### src/xrp_pkg.sv
// Constants and types of the exchange and range protect block.
// How it works
// RL1: Absolute address is base times sixteen plus relative.
// RL2: Base holds upper 18 of 22 address bits.
// RL3: Bound holds upper 18 of 22 address bits.
// RL4: Out-of-range reference sets range flag, ends interval.
// RL5: Swap pointer is upper 8 of 12 bits.
// RL6: Interval end swaps state with memory package.
// RL7: Supporting registers change only during an exchange or by software writes while stopped.
// RL8: Nine cause flags record why exchange happened.
// RL9: Cause flags sit at package bits 31 to 39.
// RL10: Floating-point flag set for scalar references only.
// RL11: Three mode bits sit at package bits 31-33.
// RL12: Monitor mode inhibits every interrupt.
// RL13: Parity interrupt needs the parity mode bit.
// RL14: Floating-point interrupt needs its mode bit.
// RL15: Program address is word address plus parcel.
// RL16: Element count is saved and restored too.
// RL17: Sixteen-word package layout with index, scalar registers.
// RL18: Exchange finishes all package traffic before resuming.
package xrp_pkg;
  localparam int ADDR_W = 22;
  localparam int BASE_W = 18;
  localparam int LOW_W = 4;
  localparam int PTR_W = 8;
  localparam int XADDR_W = 12;
  localparam int FLAG_W = 9;
  localparam int MODE_W = 3;
  localparam int P_W = 24;
  localparam int VL_W = 7;
  localparam int A_W = 24;
  localparam int S_W = 64;
  localparam int NREG = 8;
  localparam int WORD_W = 64;
  localparam int PKG_WORDS = 16;
  localparam int REG_AW = 4;
  localparam int REG_DW = 32;
  // Register indices on the register port.
  localparam logic [REG_AW-1:0] REG_BASE = 4'h0;
  localparam logic [REG_AW-1:0] REG_BOUND = 4'h1;
  localparam logic [REG_AW-1:0] REG_PTR = 4'h2;
  localparam logic [REG_AW-1:0] REG_FLAGS = 4'h3;
  localparam logic [REG_AW-1:0] REG_MODES = 4'h4;
  localparam logic [REG_AW-1:0] REG_CTRL = 4'h5;
  localparam logic [REG_AW-1:0] REG_IRQ_STAT = 4'h6;
  localparam logic [REG_AW-1:0] REG_IRQ_MASK = 4'h7;
  localparam int CTL_RUN = 0;
  localparam int CTL_XCHG = 1;
  localparam int IRQ_W = 3;
  localparam int IRQ_DONE = 0;
  localparam int IRQ_RANGE = 1;
  localparam int IRQ_REFUSED = 2;
  // Cause flags; bit 8 lands in package bit 31 counted from the left.
  localparam int FLG_NORMAL = 0;
  localparam int FLG_ERROR = 1;
  localparam int FLG_IO = 2;
  localparam int FLG_PARITY = 3;
  localparam int FLG_PRANGE = 4;
  localparam int FLG_ORANGE = 5;
  localparam int FLG_FP = 6;
  localparam int FLG_RTC = 7;
  localparam int FLG_CONSOLE = 8;
  localparam logic [FLAG_W-1:0] FLG_INTR = 9'h1CC;
  localparam int MODE_MONITOR = 0;
  localparam int MODE_PARITY = 1;
  localparam int MODE_FP = 2;
  // Package word indices and field positions, counted from the right.
  localparam int W_P = 0;
  localparam int W_BASE = 1;
  localparam int W_BOUND = 2;
  localparam int W_XCHG = 3;
  localparam int W_S = 8;
  localparam int A_LSB = 0;
  localparam int P_LSB = 24;
  localparam int BASE_LSB = 36;
  localparam int MODE_LSB = 30;
  localparam int PTR_LSB = 40;
  localparam int VL_LSB = 33;
  localparam int FLAG_LSB = 24;
  typedef logic [PKG_WORDS-1:0][WORD_W-1:0] xrp_words_type;
  typedef struct packed {
    logic [NREG-1:0][A_W-1:0] a;
    logic [NREG-1:0][S_W-1:0] s;
    logic [P_W-1:0] p;
    logic [VL_W-1:0] vl;
  } xrp_ctx_type;
  typedef struct packed {
    logic console;
    logic rtc;
    logic fp_overflow;
    logic fp_scalar;
    logic io;
    logic parity;
    logic error_exit;
    logic normal_exit;
  } xrp_event_type;
  typedef struct packed {
    logic valid;
    logic fetch;
    logic [P_W-1:0] rel;
  } xrp_ref_type;
  typedef struct packed {
    logic req;
    logic we;
    logic [ADDR_W-1:0] addr;
    logic [WORD_W-1:0] wdata;
  } xrp_mem_type;
  typedef enum logic [4:0] {
    ST_STOP = 5'h01,
    ST_RUN = 5'h02,
    ST_READ = 5'h04,
    ST_WRITE = 5'h08,
    ST_DONE = 5'h10
  } xrp_state_type;
  typedef struct packed {
    xrp_state_type state;
    logic [BASE_W-1:0] base;
    logic [BASE_W-1:0] bound;
    logic [PTR_W-1:0] ptr;
    logic [MODE_W-1:0] modes;
    logic [FLAG_W-1:0] flags;
    logic [IRQ_W-1:0] irq_status;
    logic [IRQ_W-1:0] irq_mask;
    logic [LOW_W-1:0] idx;
    xrp_words_type out_words;
    xrp_words_type in_words;
    xrp_mem_type mem;
    logic [REG_DW-1:0] reg_rdata;
    logic ref_done;
    logic ref_fault;
    logic [ADDR_W-1:0] ref_abs;
    xrp_ctx_type new_ctx;
    logic ctx_load;
    logic exec_hold;
    logic irq;
  } xrp_regs_type;
endpackage

### src/xrp_exchange_protect.sv
// Relocation, range check and exchange package swap engine.
`timescale 1ns/10ps
module xrp_exchange_protect
  import xrp_pkg::*;
(
  // Clock and reset.
  input wire logic core_clk,
  input wire logic rst_n,
  // Register port.
  input wire logic [REG_AW-1:0] reg_addr,
  input wire logic [REG_DW-1:0] reg_wdata,
  input wire logic reg_wr,
  input wire logic reg_rd,
  output logic [REG_DW-1:0] reg_rdata,
  // Memory reference check.
  input wire xrp_ref_type ref_in,
  output logic ref_done,
  output logic ref_fault,
  output logic [ADDR_W-1:0] ref_abs,
  // Exit and interrupt events from the processor.
  input wire xrp_event_type ev,
  // Live context in, new context out.
  input wire xrp_ctx_type ctx_in,
  output xrp_ctx_type new_ctx,
  output logic ctx_load,
  output logic exec_hold,
  // Main memory port.
  output xrp_mem_type mem,
  input wire logic mem_ack,
  input wire logic [WORD_W-1:0] mem_rdata,
  // Interrupt.
  output logic irq
);

  xrp_regs_type r;
  xrp_regs_type next_r;
  logic [P_W:0] sum;
  logic below;
  logic above;
  logic range_bad;
  logic [FLAG_W-1:0] causes;
  logic [FLAG_W-1:0] start_flags;
  logic start;
  logic sw_run;
  logic sw_xchg;
  logic sup_wr;
  logic [IRQ_W-1:0] irq_set;
  logic [IRQ_W-1:0] irq_clr;

  function automatic logic [ADDR_W-1:0] pkg_addr(input logic [PTR_W-1:0] p,
                                                 input logic [LOW_W-1:0] i);
    return {{(ADDR_W-XADDR_W){1'b0}}, p, i}; // RL5
  endfunction

  // Saved package: the flags written are the causes of this very exchange.
  function automatic xrp_words_type pack_words(input xrp_ctx_type c, input xrp_regs_type q,
                                               input logic [FLAG_W-1:0] f);
    xrp_words_type w;
    w = '0;
    for (int i = 0; i < NREG; i++) begin
      w[i][A_LSB +: A_W] = c.a[i]; // RL17
      w[W_S + i] = c.s[i]; // RL17
    end
    w[W_P][P_LSB +: P_W] = c.p; // RL15
    w[W_BASE][BASE_LSB +: BASE_W] = q.base;
    w[W_BOUND][BASE_LSB +: BASE_W] = q.bound;
    w[W_BOUND][MODE_LSB +: MODE_W] = q.modes; // RL11
    w[W_XCHG][PTR_LSB +: PTR_W] = q.ptr;
    w[W_XCHG][VL_LSB +: VL_W] = c.vl; // RL16
    w[W_XCHG][FLAG_LSB +: FLAG_W] = f; // RL9
    return w;
  endfunction

  // Relocated address; a negative relative address lands below the base.
  assign sum = {{(P_W-ADDR_W+1){1'b0}}, r.base, {LOW_W{1'b0}}}
             + {ref_in.rel[P_W-1], ref_in.rel}; // RL1 RL2
  assign below = ref_in.rel[P_W-1]; // RL4
  assign above = !below && (sum[P_W-1:0] >=
                 {{(P_W-ADDR_W){1'b0}}, r.bound, {LOW_W{1'b0}}}); // RL3 RL4
  assign range_bad = below || above;
  assign sw_run = reg_wr && (reg_addr == REG_CTRL) && reg_wdata[CTL_RUN];
  assign sw_xchg = reg_wr && (reg_addr == REG_CTRL) && reg_wdata[CTL_XCHG];
  assign sup_wr = reg_wr && ((reg_addr == REG_BASE) || (reg_addr == REG_BOUND) ||
                  (reg_addr == REG_PTR) || (reg_addr == REG_MODES));

  // Causes accepted while running; interrupts obey the mode bits.
  always_comb begin
    causes = '0;
    causes[FLG_PRANGE] = ref_in.valid && ref_in.fetch && range_bad; // RL4
    causes[FLG_ORANGE] = ref_in.valid && !ref_in.fetch && range_bad; // RL4
    causes[FLG_NORMAL] = ev.normal_exit; // RL8
    causes[FLG_ERROR] = ev.error_exit; // RL8
    if (!r.modes[MODE_MONITOR]) begin // RL12
      causes[FLG_IO] = ev.io;
      causes[FLG_RTC] = ev.rtc;
      causes[FLG_CONSOLE] = ev.console;
      causes[FLG_PARITY] = ev.parity && r.modes[MODE_PARITY]; // RL13
      causes[FLG_FP] = ev.fp_overflow && ev.fp_scalar && r.modes[MODE_FP]; // RL10 RL14
    end
  end

  always_comb begin
    next_r = r;
    next_r.ref_done = 1'b0;
    next_r.ref_fault = 1'b0;
    next_r.ctx_load = 1'b0;
    next_r.reg_rdata = '0;
    start = 1'b0;
    start_flags = '0;
    irq_set = '0;
    irq_clr = '0;
    if (reg_rd) begin
      case (reg_addr)
        REG_BASE: next_r.reg_rdata = REG_DW'(r.base);
        REG_BOUND: next_r.reg_rdata = REG_DW'(r.bound);
        REG_PTR: next_r.reg_rdata = REG_DW'(r.ptr);
        REG_FLAGS: next_r.reg_rdata = REG_DW'(r.flags);
        REG_MODES: next_r.reg_rdata = REG_DW'(r.modes);
        REG_CTRL: next_r.reg_rdata = REG_DW'({r.exec_hold && r.state != ST_STOP,
                                              r.state == ST_RUN});
        REG_IRQ_STAT: next_r.reg_rdata = REG_DW'(r.irq_status);
        REG_IRQ_MASK: next_r.reg_rdata = REG_DW'(r.irq_mask);
        default: next_r.reg_rdata = '0;
      endcase
    end
    if (reg_wr && reg_addr == REG_IRQ_STAT) begin
      irq_clr = reg_wdata[IRQ_W-1:0];
    end
    if (reg_wr && reg_addr == REG_IRQ_MASK) begin
      next_r.irq_mask = reg_wdata[IRQ_W-1:0];
    end
    // Supporting registers only take software writes while stopped.
    if (sup_wr && r.state != ST_STOP) begin
      irq_set[IRQ_REFUSED] = 1'b1; // RL7
    end else if (sup_wr) begin
      case (reg_addr)
        REG_BASE: next_r.base = reg_wdata[BASE_W-1:0];
        REG_BOUND: next_r.bound = reg_wdata[BASE_W-1:0];
        REG_PTR: next_r.ptr = reg_wdata[PTR_W-1:0];
        default: next_r.modes = reg_wdata[MODE_W-1:0];
      endcase
    end
    case (r.state)
      ST_STOP: begin
        if (sw_xchg) begin
          start = 1'b1;
        end else if (sw_run) begin
          next_r.state = ST_RUN;
          next_r.exec_hold = 1'b0;
        end
      end
      ST_RUN: begin
        if (ref_in.valid) begin
          next_r.ref_done = 1'b1;
          next_r.ref_fault = range_bad; // RL4
          next_r.ref_abs = sum[ADDR_W-1:0]; // RL1
          irq_set[IRQ_RANGE] = range_bad;
        end
        if (|causes || sw_xchg) begin
          start = 1'b1; // RL6
          start_flags = causes; // RL8
        end
      end
      ST_READ: begin
        if (mem_ack) begin
          next_r.in_words[r.idx] = mem_rdata;
          next_r.mem.we = 1'b1;
          next_r.mem.wdata = r.out_words[r.idx]; // RL6
          next_r.state = ST_WRITE;
        end
      end
      ST_WRITE: begin
        if (mem_ack && r.idx == LOW_W'(PKG_WORDS-1)) begin
          next_r.mem.req = 1'b0;
          next_r.mem.we = 1'b0;
          next_r.state = ST_DONE; // RL18
        end else if (mem_ack) begin
          next_r.idx = r.idx + 1'b1;
          next_r.mem.we = 1'b0;
          next_r.mem.addr = pkg_addr(r.ptr, r.idx + 1'b1);
          next_r.state = ST_READ;
        end
      end
      ST_DONE: begin
        // New context comes only from the package just read.
        for (int i = 0; i < NREG; i++) begin
          next_r.new_ctx.a[i] = r.in_words[i][A_LSB +: A_W]; // RL17
          next_r.new_ctx.s[i] = r.in_words[W_S + i]; // RL17
        end
        next_r.new_ctx.p = r.in_words[W_P][P_LSB +: P_W]; // RL15
        next_r.new_ctx.vl = r.in_words[W_XCHG][VL_LSB +: VL_W]; // RL16
        next_r.base = r.in_words[W_BASE][BASE_LSB +: BASE_W]; // RL7
        next_r.bound = r.in_words[W_BOUND][BASE_LSB +: BASE_W];
        next_r.modes = r.in_words[W_BOUND][MODE_LSB +: MODE_W]; // RL11
        next_r.ptr = r.in_words[W_XCHG][PTR_LSB +: PTR_W];
        next_r.flags = r.in_words[W_XCHG][FLAG_LSB +: FLAG_W]; // RL9
        next_r.ctx_load = 1'b1;
        next_r.exec_hold = 1'b0; // RL18
        next_r.state = ST_RUN;
        irq_set[IRQ_DONE] = 1'b1;
      end
      default: begin
        next_r.state = ST_STOP;
        next_r.exec_hold = 1'b1;
        next_r.mem = '0;
      end
    endcase
    if (start) begin
      next_r.state = ST_READ;
      next_r.exec_hold = 1'b1;
      next_r.idx = '0;
      next_r.flags = start_flags; // RL8
      next_r.out_words = pack_words(ctx_in, r, start_flags); // RL6
      next_r.mem.req = 1'b1;
      next_r.mem.we = 1'b0;
      next_r.mem.addr = pkg_addr(r.ptr, '0); // RL5
    end
    // A new event beats a clear in the same cycle.
    next_r.irq_status = (r.irq_status & ~irq_clr) | irq_set;
    next_r.irq = |(next_r.irq_status & next_r.irq_mask);
  end

  always_ff @(posedge core_clk or negedge rst_n) begin
    if (!rst_n) begin
      r <= '0;
      r.state <= ST_STOP;
      r.exec_hold <= 1'b1;
    end else begin
      r <= next_r;
    end
  end

  assign reg_rdata = r.reg_rdata;
  assign ref_done = r.ref_done;
  assign ref_fault = r.ref_fault;
  assign ref_abs = r.ref_abs;
  assign new_ctx = r.new_ctx;
  assign ctx_load = r.ctx_load;
  assign exec_hold = r.exec_hold;
  assign mem = r.mem;
  assign irq = r.irq;
endmodule // xrp_exchange_protect

### config.mk
export PLATFORM = sky130hd
export DESIGN_NAME = xrp_exchange_protect
export DESIGN_NICKNAME = d
export VERILOG_FILES = /design/src/xrp_pkg.sv /design/src/xrp_exchange_protect.sv
export SDC_FILE = /design/constraint.sdc
export NUM_CORES = 2
export LEC_CHECK = 0
export BUFFER_PORTS_ARGS = -buffer_cell sky130_fd_sc_hd__buf_2
export CORE_AREA = 3 3 693 695
export CTS_BUF_LIST = sky130_fd_sc_hd__clkbuf_4
export DETAILED_ROUTE_END_ITERATION = 7
export DIE_AREA = 0 0 696 698
export GPL_TIMING_DRIVEN = 0
export PLACE_DENSITY = 0.41
export SLEW_MARGIN = 5
export SYNTH_ARGS = -nofsm -noshare
export SYNTH_HDL_FRONTEND = slang
export SYNTH_SLANG_ARGS = --single-unit
export TNS_END_PERCENT = 100
### constraint.sdc
create_clock -name core_clk -period 4.33 [get_ports core_clk]
set_input_delay 0.866 -clock core_clk [delete_from_list [all_inputs] [get_ports core_clk]]
set_output_delay 0.866 -clock core_clk [all_outputs]
set_load 0.05 [all_outputs]
# Word level (Yosys, flattened, before mapping)
# Cells that the tools add are included.
[classes]
add_sub_neg = 2
order_cmp = 3
n_eq_ne = 29
mux = 57
bitwise_logic = 5
n_reduce_logical = 53
[ops]
columns = ["op", "count"]
rows = [
  ["1028-bit 2-to-1 mux", 1],
  ["1024-bit bitwise mux", 1],
  ["64-bit binary-select mux with 4-bit select", 1],
  ["64-bit demux with 4-bit select", 1],
  ["64-bit 2-to-1 mux", 3],
  ["18-bit one-hot mux with 8 select lines", 1],
  ["64-bit one-hot mux with 2 select lines", 1],
  ["47-bit 2-to-1 mux", 2],
  ["24-bit 2-to-1 mux", 3],
  ["56-bit 2-to-1 mux", 1],
  ["18-bit 2-to-1 mux", 3],
  ["22-bit one-hot mux with 2 select lines", 1],
  ["5-bit 2-to-1 mux", 6],
  ["9-bit 2-to-1 mux", 3],
  ["5-bit one-hot mux with 5 select lines", 1],
  ["23-bit by 24-bit adder with 24-bit output", 1],
  ["24-bit by 22-bit >= comparator with 1-bit output", 1],
  ["3-bit AND reduction", 8],
  ["23-bit 2-to-1 mux", 1],
  ["22-bit 2-to-1 mux", 1],
  ["1-bit logical AND", 18],
  ["3-bit != test, second input constant", 6],
  ["4-bit by 3-bit == test with 1-bit output, second input constant", 4],
  ["2-bit nonzero test", 7],
  ["34 further kinds", 73],
]
[word_totals]
regBits = 2768
input_bits = 874

# Longest topological paths before layout
[logic_depth]
depth_word = 11
ltp_mapped = 22
depth_no_buf = 19

# Least setup slack after synthesis
# Ideal clock, no wire load.
[synth_path]
kind = "in2reg"
startpoint = "input ref_in[4] (netlist name)"
endpoint = "register r[2299] (netlist name)"
setup_time_ps = 125
arrival_ps = 4501
required_time_ps = 4205
setup_slack_ps = -296
cell_stages = 21
path_cell_list = "ha_1 > inv_1 > fa_1 > nor2b_1 > o2111ai_2 > a21oi_1 > a31o_2 > a211o_1 > a31oi_1 > xnor2_1 > ha_1 > a211oi_1 > o21ai_0 > nand3_1 > a41oi_2 > nor4_4 > a21oi_4 > buf_6 > buf_6 > buf_8 > mux2_4"
[synth_between]
elab_chain_len = 9
word_cells_on_any_way = 10
[synth_lines]
columns = ["element", "line_no", "source"]
rows = [
  ["from (decl)", "xrp_exchange_protect.sv:16", "input wire xrp_ref_type ref_in,"],
  ["23-bit by 24-bit adder with 24-bit output (*)", "xrp_exchange_protect.sv:76", "+ {ref_in.rel[P_W-1], ref_in.rel};"],
  ["net sum[16]", "xrp_exchange_protect.sv:37", "logic [P_W:0] sum;"],
  ["24-bit by 22-bit >= comparator with 1-bit output (*)", "xrp_exchange_protect.sv:78", "assign above = !below && (sum[P_W-1:0] >="],
  ["1-bit logical AND (*)", "xrp_exchange_protect.sv:78", ""],
  ["1-bit logical OR (*)", "xrp_exchange_protect.sv:80", "assign range_bad = below || above;"],
  ["1-bit logical AND, on equally long branches", "xrp_exchange_protect.sv:89, xrp_exchange_protect.sv:90", ""],
  ["9-bit OR reduction (*)", "xrp_exchange_protect.sv:159", "if (|causes || sw_xchg) begin"],
  ["1-bit logical OR (*)", "xrp_exchange_protect.sv:159", ""],
  ["1-bit 2-to-1 mux (*)", "xrp_exchange_protect.sv:159", ""],
  ["1-bit one-hot mux with 2 select lines (*)", "xrp_exchange_protect.sv:143", "case (r.state)"],
  ["to (signal assigned)", "xrp_exchange_protect.sv:229", "r <= next_r;"],
  ["to (decl)", "xrp_exchange_protect.sv:35", "xrp_regs_type r;"],
]
# Mark *: on every way through the listed nets, which the timed path passes. The rest lies on a longest branch.
# A chain may end at the register's enable or synchronous reset.

# Worst setup path after layout
[layout_path]
startpoint = "register r[2978] (netlist name)"
endpoint = "register r[2585] (netlist name)"
[layout_between]
elab_chain_len = 9
word_cells_on_any_way = 10
[layout_lines]
columns = ["element", "line_no"]
rows = [
  ["23-bit by 24-bit adder with 24-bit output (*)", "xrp_exchange_protect.sv:76"],
  ["net sum[16]", "xrp_exchange_protect.sv:37"],
  ["24-bit by 22-bit >= comparator with 1-bit output (*)", "xrp_exchange_protect.sv:78"],
  ["1-bit logical AND (*)", "xrp_exchange_protect.sv:78"],
  ["1-bit logical OR (*)", "xrp_exchange_protect.sv:80"],
  ["1-bit logical AND, on equally long branches", "xrp_exchange_protect.sv:89, xrp_exchange_protect.sv:90"],
  ["9-bit OR reduction (*)", "xrp_exchange_protect.sv:159"],
  ["1-bit logical OR (*)", "xrp_exchange_protect.sv:159"],
  ["1-bit 2-to-1 mux (*)", "xrp_exchange_protect.sv:159"],
  ["1-bit one-hot mux with 2 select lines (*)", "xrp_exchange_protect.sv:143"],
]
# Marks and branches as above.

==> impl_metrics.tcl <==
set metrics [dict create \
    worstPathRequired_ns 5.73 \
    finalHoldViolations 0 \
    leakagePower_nw 79.4 \
    synth_top_family_by_area "multiplexers" \
    final_antenna_net_count 0 \
    h-tree-depth 6 \
    hold_class "in2reg" \
    gp_congestion 0.818 \
    wire_per_inst_microns 27.7 \
    async_flop_share_pct 100 \
    cts_sinks 2511 \
    initial_core_util_pct 23.1 \
    cpMostUsedCell "buf_12" \
    yosysSeqAreaShare_pct 57.2 \
    setup_viol 861 \
    route.detailed.drc 0 \
    status "finished with violations" \
    clk_root_buffer_cell "clkbuf_4" \
    synth_seq_cells 2511 \
    violations "negative setup slack" \
    fmax_mhz 207 \
    regToRegEndpoint "r[2585]" \
    use_met1_pct 23.5 \
    grt_use_total_pct 21.9 \
    synth_fa_ha_area_share_pct 0.474 \
    rows 253 \
    holdPathEnd "r[1932]" \
    syn-instance-count 8686 \
    first_global_vias 89700 \
    timing.rr.start "r[2978]" \
    reg2reg_depth 23 \
    crit_fanout 10 \
    synth_compound_area_share_pct 2.14 \
    fin_worst_skew_ns 0.101 \
    final_layout_size_suffix_gt1_share_pct 44.4 \
    yosysTopAreaCell "dfrtp_1" \
    fin_ws_ns -0.509 \
    synth_mux_area_share_pct 22.9 \
    die_area_sq_um 486000 \
    synth_ff_type "dfrtp_1" \
    grt_pass1_wl_microns 737000 \
    holdPathStages 3 \
    cp_num_buf_inv 6 \
    synth_cell_type_count 71 \
    min_from "ctx_in[9]" \
    synth-xor-area-share_pct 0.144 \
    critPathArrivalTime_ns 6.24 \
    synth_area_per_cell_sq_um 12.6 \
    yosys.area.top_type_share_pct 57.2 \
    cp-end-kind "flip-flop" \
    clock_latency_ns 1.64 \
    synthesis.area_sq_um 110000 \
    r2r_slack_ns -0.51 \
    ir_worst_vdd_v 0.000205 \
    rsz0062_at_grt "true" \
    synth-edff-count 0 \
    crit_family "compound AO/OA/AOI/OAI gates" \
    grt_max_degree 150 \
    core_sq_um 475000 \
    fin_crit_sh_pct 112 \
    yosys.area_share.simple_pct 8.68 \
    io_buffers 1716 \
    use_met2_pct 40.6 \
    drt-total-wl_microns 548000 \
    yosys-top-cells-area "dfrtp_1, mux2_2, nand2_1, buf_4, mux2_4" \
    grtUsageMet3_pct 5.67 \
    critPathLaunchType "flip-flop" \
    crit_slowest_cell "dfrtp_2" \
    criticalPathCategory "reg2reg" \
    syn_to_final_growth_pct 42.4 \
    cpPeakStageDelay_ns 0.43 \
    worst-path-stages 23 \
    detail_route.iter0.violations 4852 \
    clkTransAtPathRegs_ns 0.06 \
    total_power_mw 74.0 \
    grt.busiest_layer "met2" \
    vias 83100 \
    tritoncts "yes" \
    maxSlewViolCount 0 \
    grt_remaining_overflow 0 \
    power_density_nw_per_um2 473 \
    dp_hpwl_microns 407000 \
    io_pins 1756 \
    yosys_warnings 0 \
    numCtsBuffers 739 \
    drv_cap 0 \
    fin_crit_ns 4.84 \
    path_cells "ha_4 > inv_2 > fa_2 > nor2b_4 > o2111ai_4 > a21oi_2 > a31o_2 > a211o_4 > a31oi_4 > xnor2_2 > ha_1 > a211oi_2 > o21ai_2 > nand3_2 > a41oi_4 > nor4_4 > buf_6 > a21oi_4 > buf_12 > buf_16 > buf_12 > buf_12 > mux2_4" \
    cts_buffer_depth 4 \
    relSlewSlack_pct 6.72 \
    die_h_microns 698 \
    fp.dieW_microns 696 \
    stdcell_count 19800 \
    fin_nets 13800 \
    max_slew.worst_pin.slew_ns 1.40 \
    dp.cells 16700 \
    viasPerCell 4.19 \
    antenna_found_initial 198 \
    first_pass_iters 7 \
]
## cell families (layout without fill, tap and decap cells)
family / count (synthesis) / after routing
flops: 2511 / 2511
simple gates: 2480 / 2480
mux: 1873 / 1873
buf+inv: 1401 / 6144
compound gates: 361 / 361
fa+ha+maj: 41 / 41
xor+xnor: 18 / 18
other cells: 1 / 139
## final cells by class
cell class              instances  area, sq um
diodes                        115          288
plain buffers                1353         9810
clock buffers                1061         7970
clock inverters               207         1300
fillers                     48700       318000
inverters                      48          180
multi-input cells            4797        38600
flip-flops and latches       2511        62800
well taps                    6247         7820
repair buffers               3475        27500
## what timing repair did
action	in CTS	in global routing
endpoints found under the hold margin	1737	0
setup buffers	49	5
gates cloned	20	10
pin swaps	24	6
resized for setup	282	29
hold buffers	1642	0
endpoints found under the setup margin	1384	1233
## how the worst max path moves through the flow
stage | start | to | slack [ns]
2_1_floorplan | ref_in[9] | r[2309] | 0.003
3_3_place_gp | rst_n | r[2174] | -62.16
3_5_place_dp | rst_n | r[2175] | -2.55
4_1_cts | r[2978] | r[2889] | -0.50
5_1_grt | r[2978] | r[2137] | -0.59
6_report | r[2978] | r[2585] | -0.51
## cell usage in the layout (no fill, tap or decap), drive strengths merged, types with 10 or more instances in the layout
cell type,instances
nand2,2320
dfrtp,2509
mux4,219
clkinv,168
clkbuf,1338
and2,10
mux2i,56
a21oi,87
buf,2920
a211oi,14
a22o,64
mux2,1598
clkinvlp,10
nor3,20
inv,69
o21ai,108
diode,115
conb,24
nor2,79
a22oi,28
xnor2,14
ha,40
dlygate4sd3,1630
## flip-flops by register name, summed over array words and instances (netlist names), 18 cells and up
| register | count |
|---|---|
| r | 1653 |
| ref_abs | 22 |
| new_ctx | 735 |
| mem | 78 |
| reg_rdata | 18 |
## worst register-to-register path: cells and delay by family, from the launching register on
family          cells  cell delay, ns
flops               1            0.43
simple gates        3            0.27
fa+ha+maj           3            0.71
xor+xnor            1            0.11
compound gates      9            1.73
buf+inv             6            1.06
mux                 1            0.32
## synthesized netlist by cell type (all sizes together), types with 3 or more instances
| cell | count |
|---|---|
| clkbuf | 266 |
| a41oi | 3 |
| o21a | 5 |
| xor2 | 4 |
| o21ai | 108 |
| a22o | 64 |
| a21o | 8 |
| mux2 | 1598 |
| dfrtp | 2509 |
| nor2b | 7 |
| o211ai | 3 |
| or3 | 3 |
| nand3 | 8 |
| a31oi | 7 |
| and3 | 7 |
| nor2 | 79 |
| a211o | 3 |
| nand3b | 3 |
| o22ai | 8 |
| mux2i | 56 |
| nand2 | 2320 |
| a21oi | 87 |
| ha | 40 |
| o21bai | 7 |
| and2 | 10 |
| inv | 48 |
| a211oi | 14 |
| nor3 | 20 |
| mux4 | 219 |
| buf | 1087 |
| nor4 | 5 |
| a22oi | 28 |
| nand2b | 7 |
| nand4 | 4 |
| xnor2 | 14 |
## metrics by stage
stage	hold WS [ns]	setup TNS [ns]	utilization [%]	cell area (sq um)	worst slack, ns
after CTS	0.00115	-347.61	32.8	156000	-0.503
after detailed placement	0.446	-2722.77	26.8	127000	-2.55
after global placement	0.446	-	26.6	126000	-62.16
after floorplan	0.435	0	-	110000	0.00256
after global routing	0.0433	-409.26	32.9	156000	-0.590
final	0.243	-292.33	32.9	156000	-0.509
## where the power goes
| part | internal [mW] | switching, mW |
|---|---|---|
| Sequential | 27.8 | 3.03 |
| Combinational | 10.9 | 8.97 |
| Clock | 11.8 | 11.5 |
| Total | 50.5 | 23.5 |
## metal layers
layer / part of all wire, % / up-vias
met5: 0.027 / -
met4: 4.6 / 24
met3: 6.5 / 955
met2: 53 / 2707
met1: 36 / 42000
li1: - / 37400
Note: power is estimated with default switching activity, not from simulation.
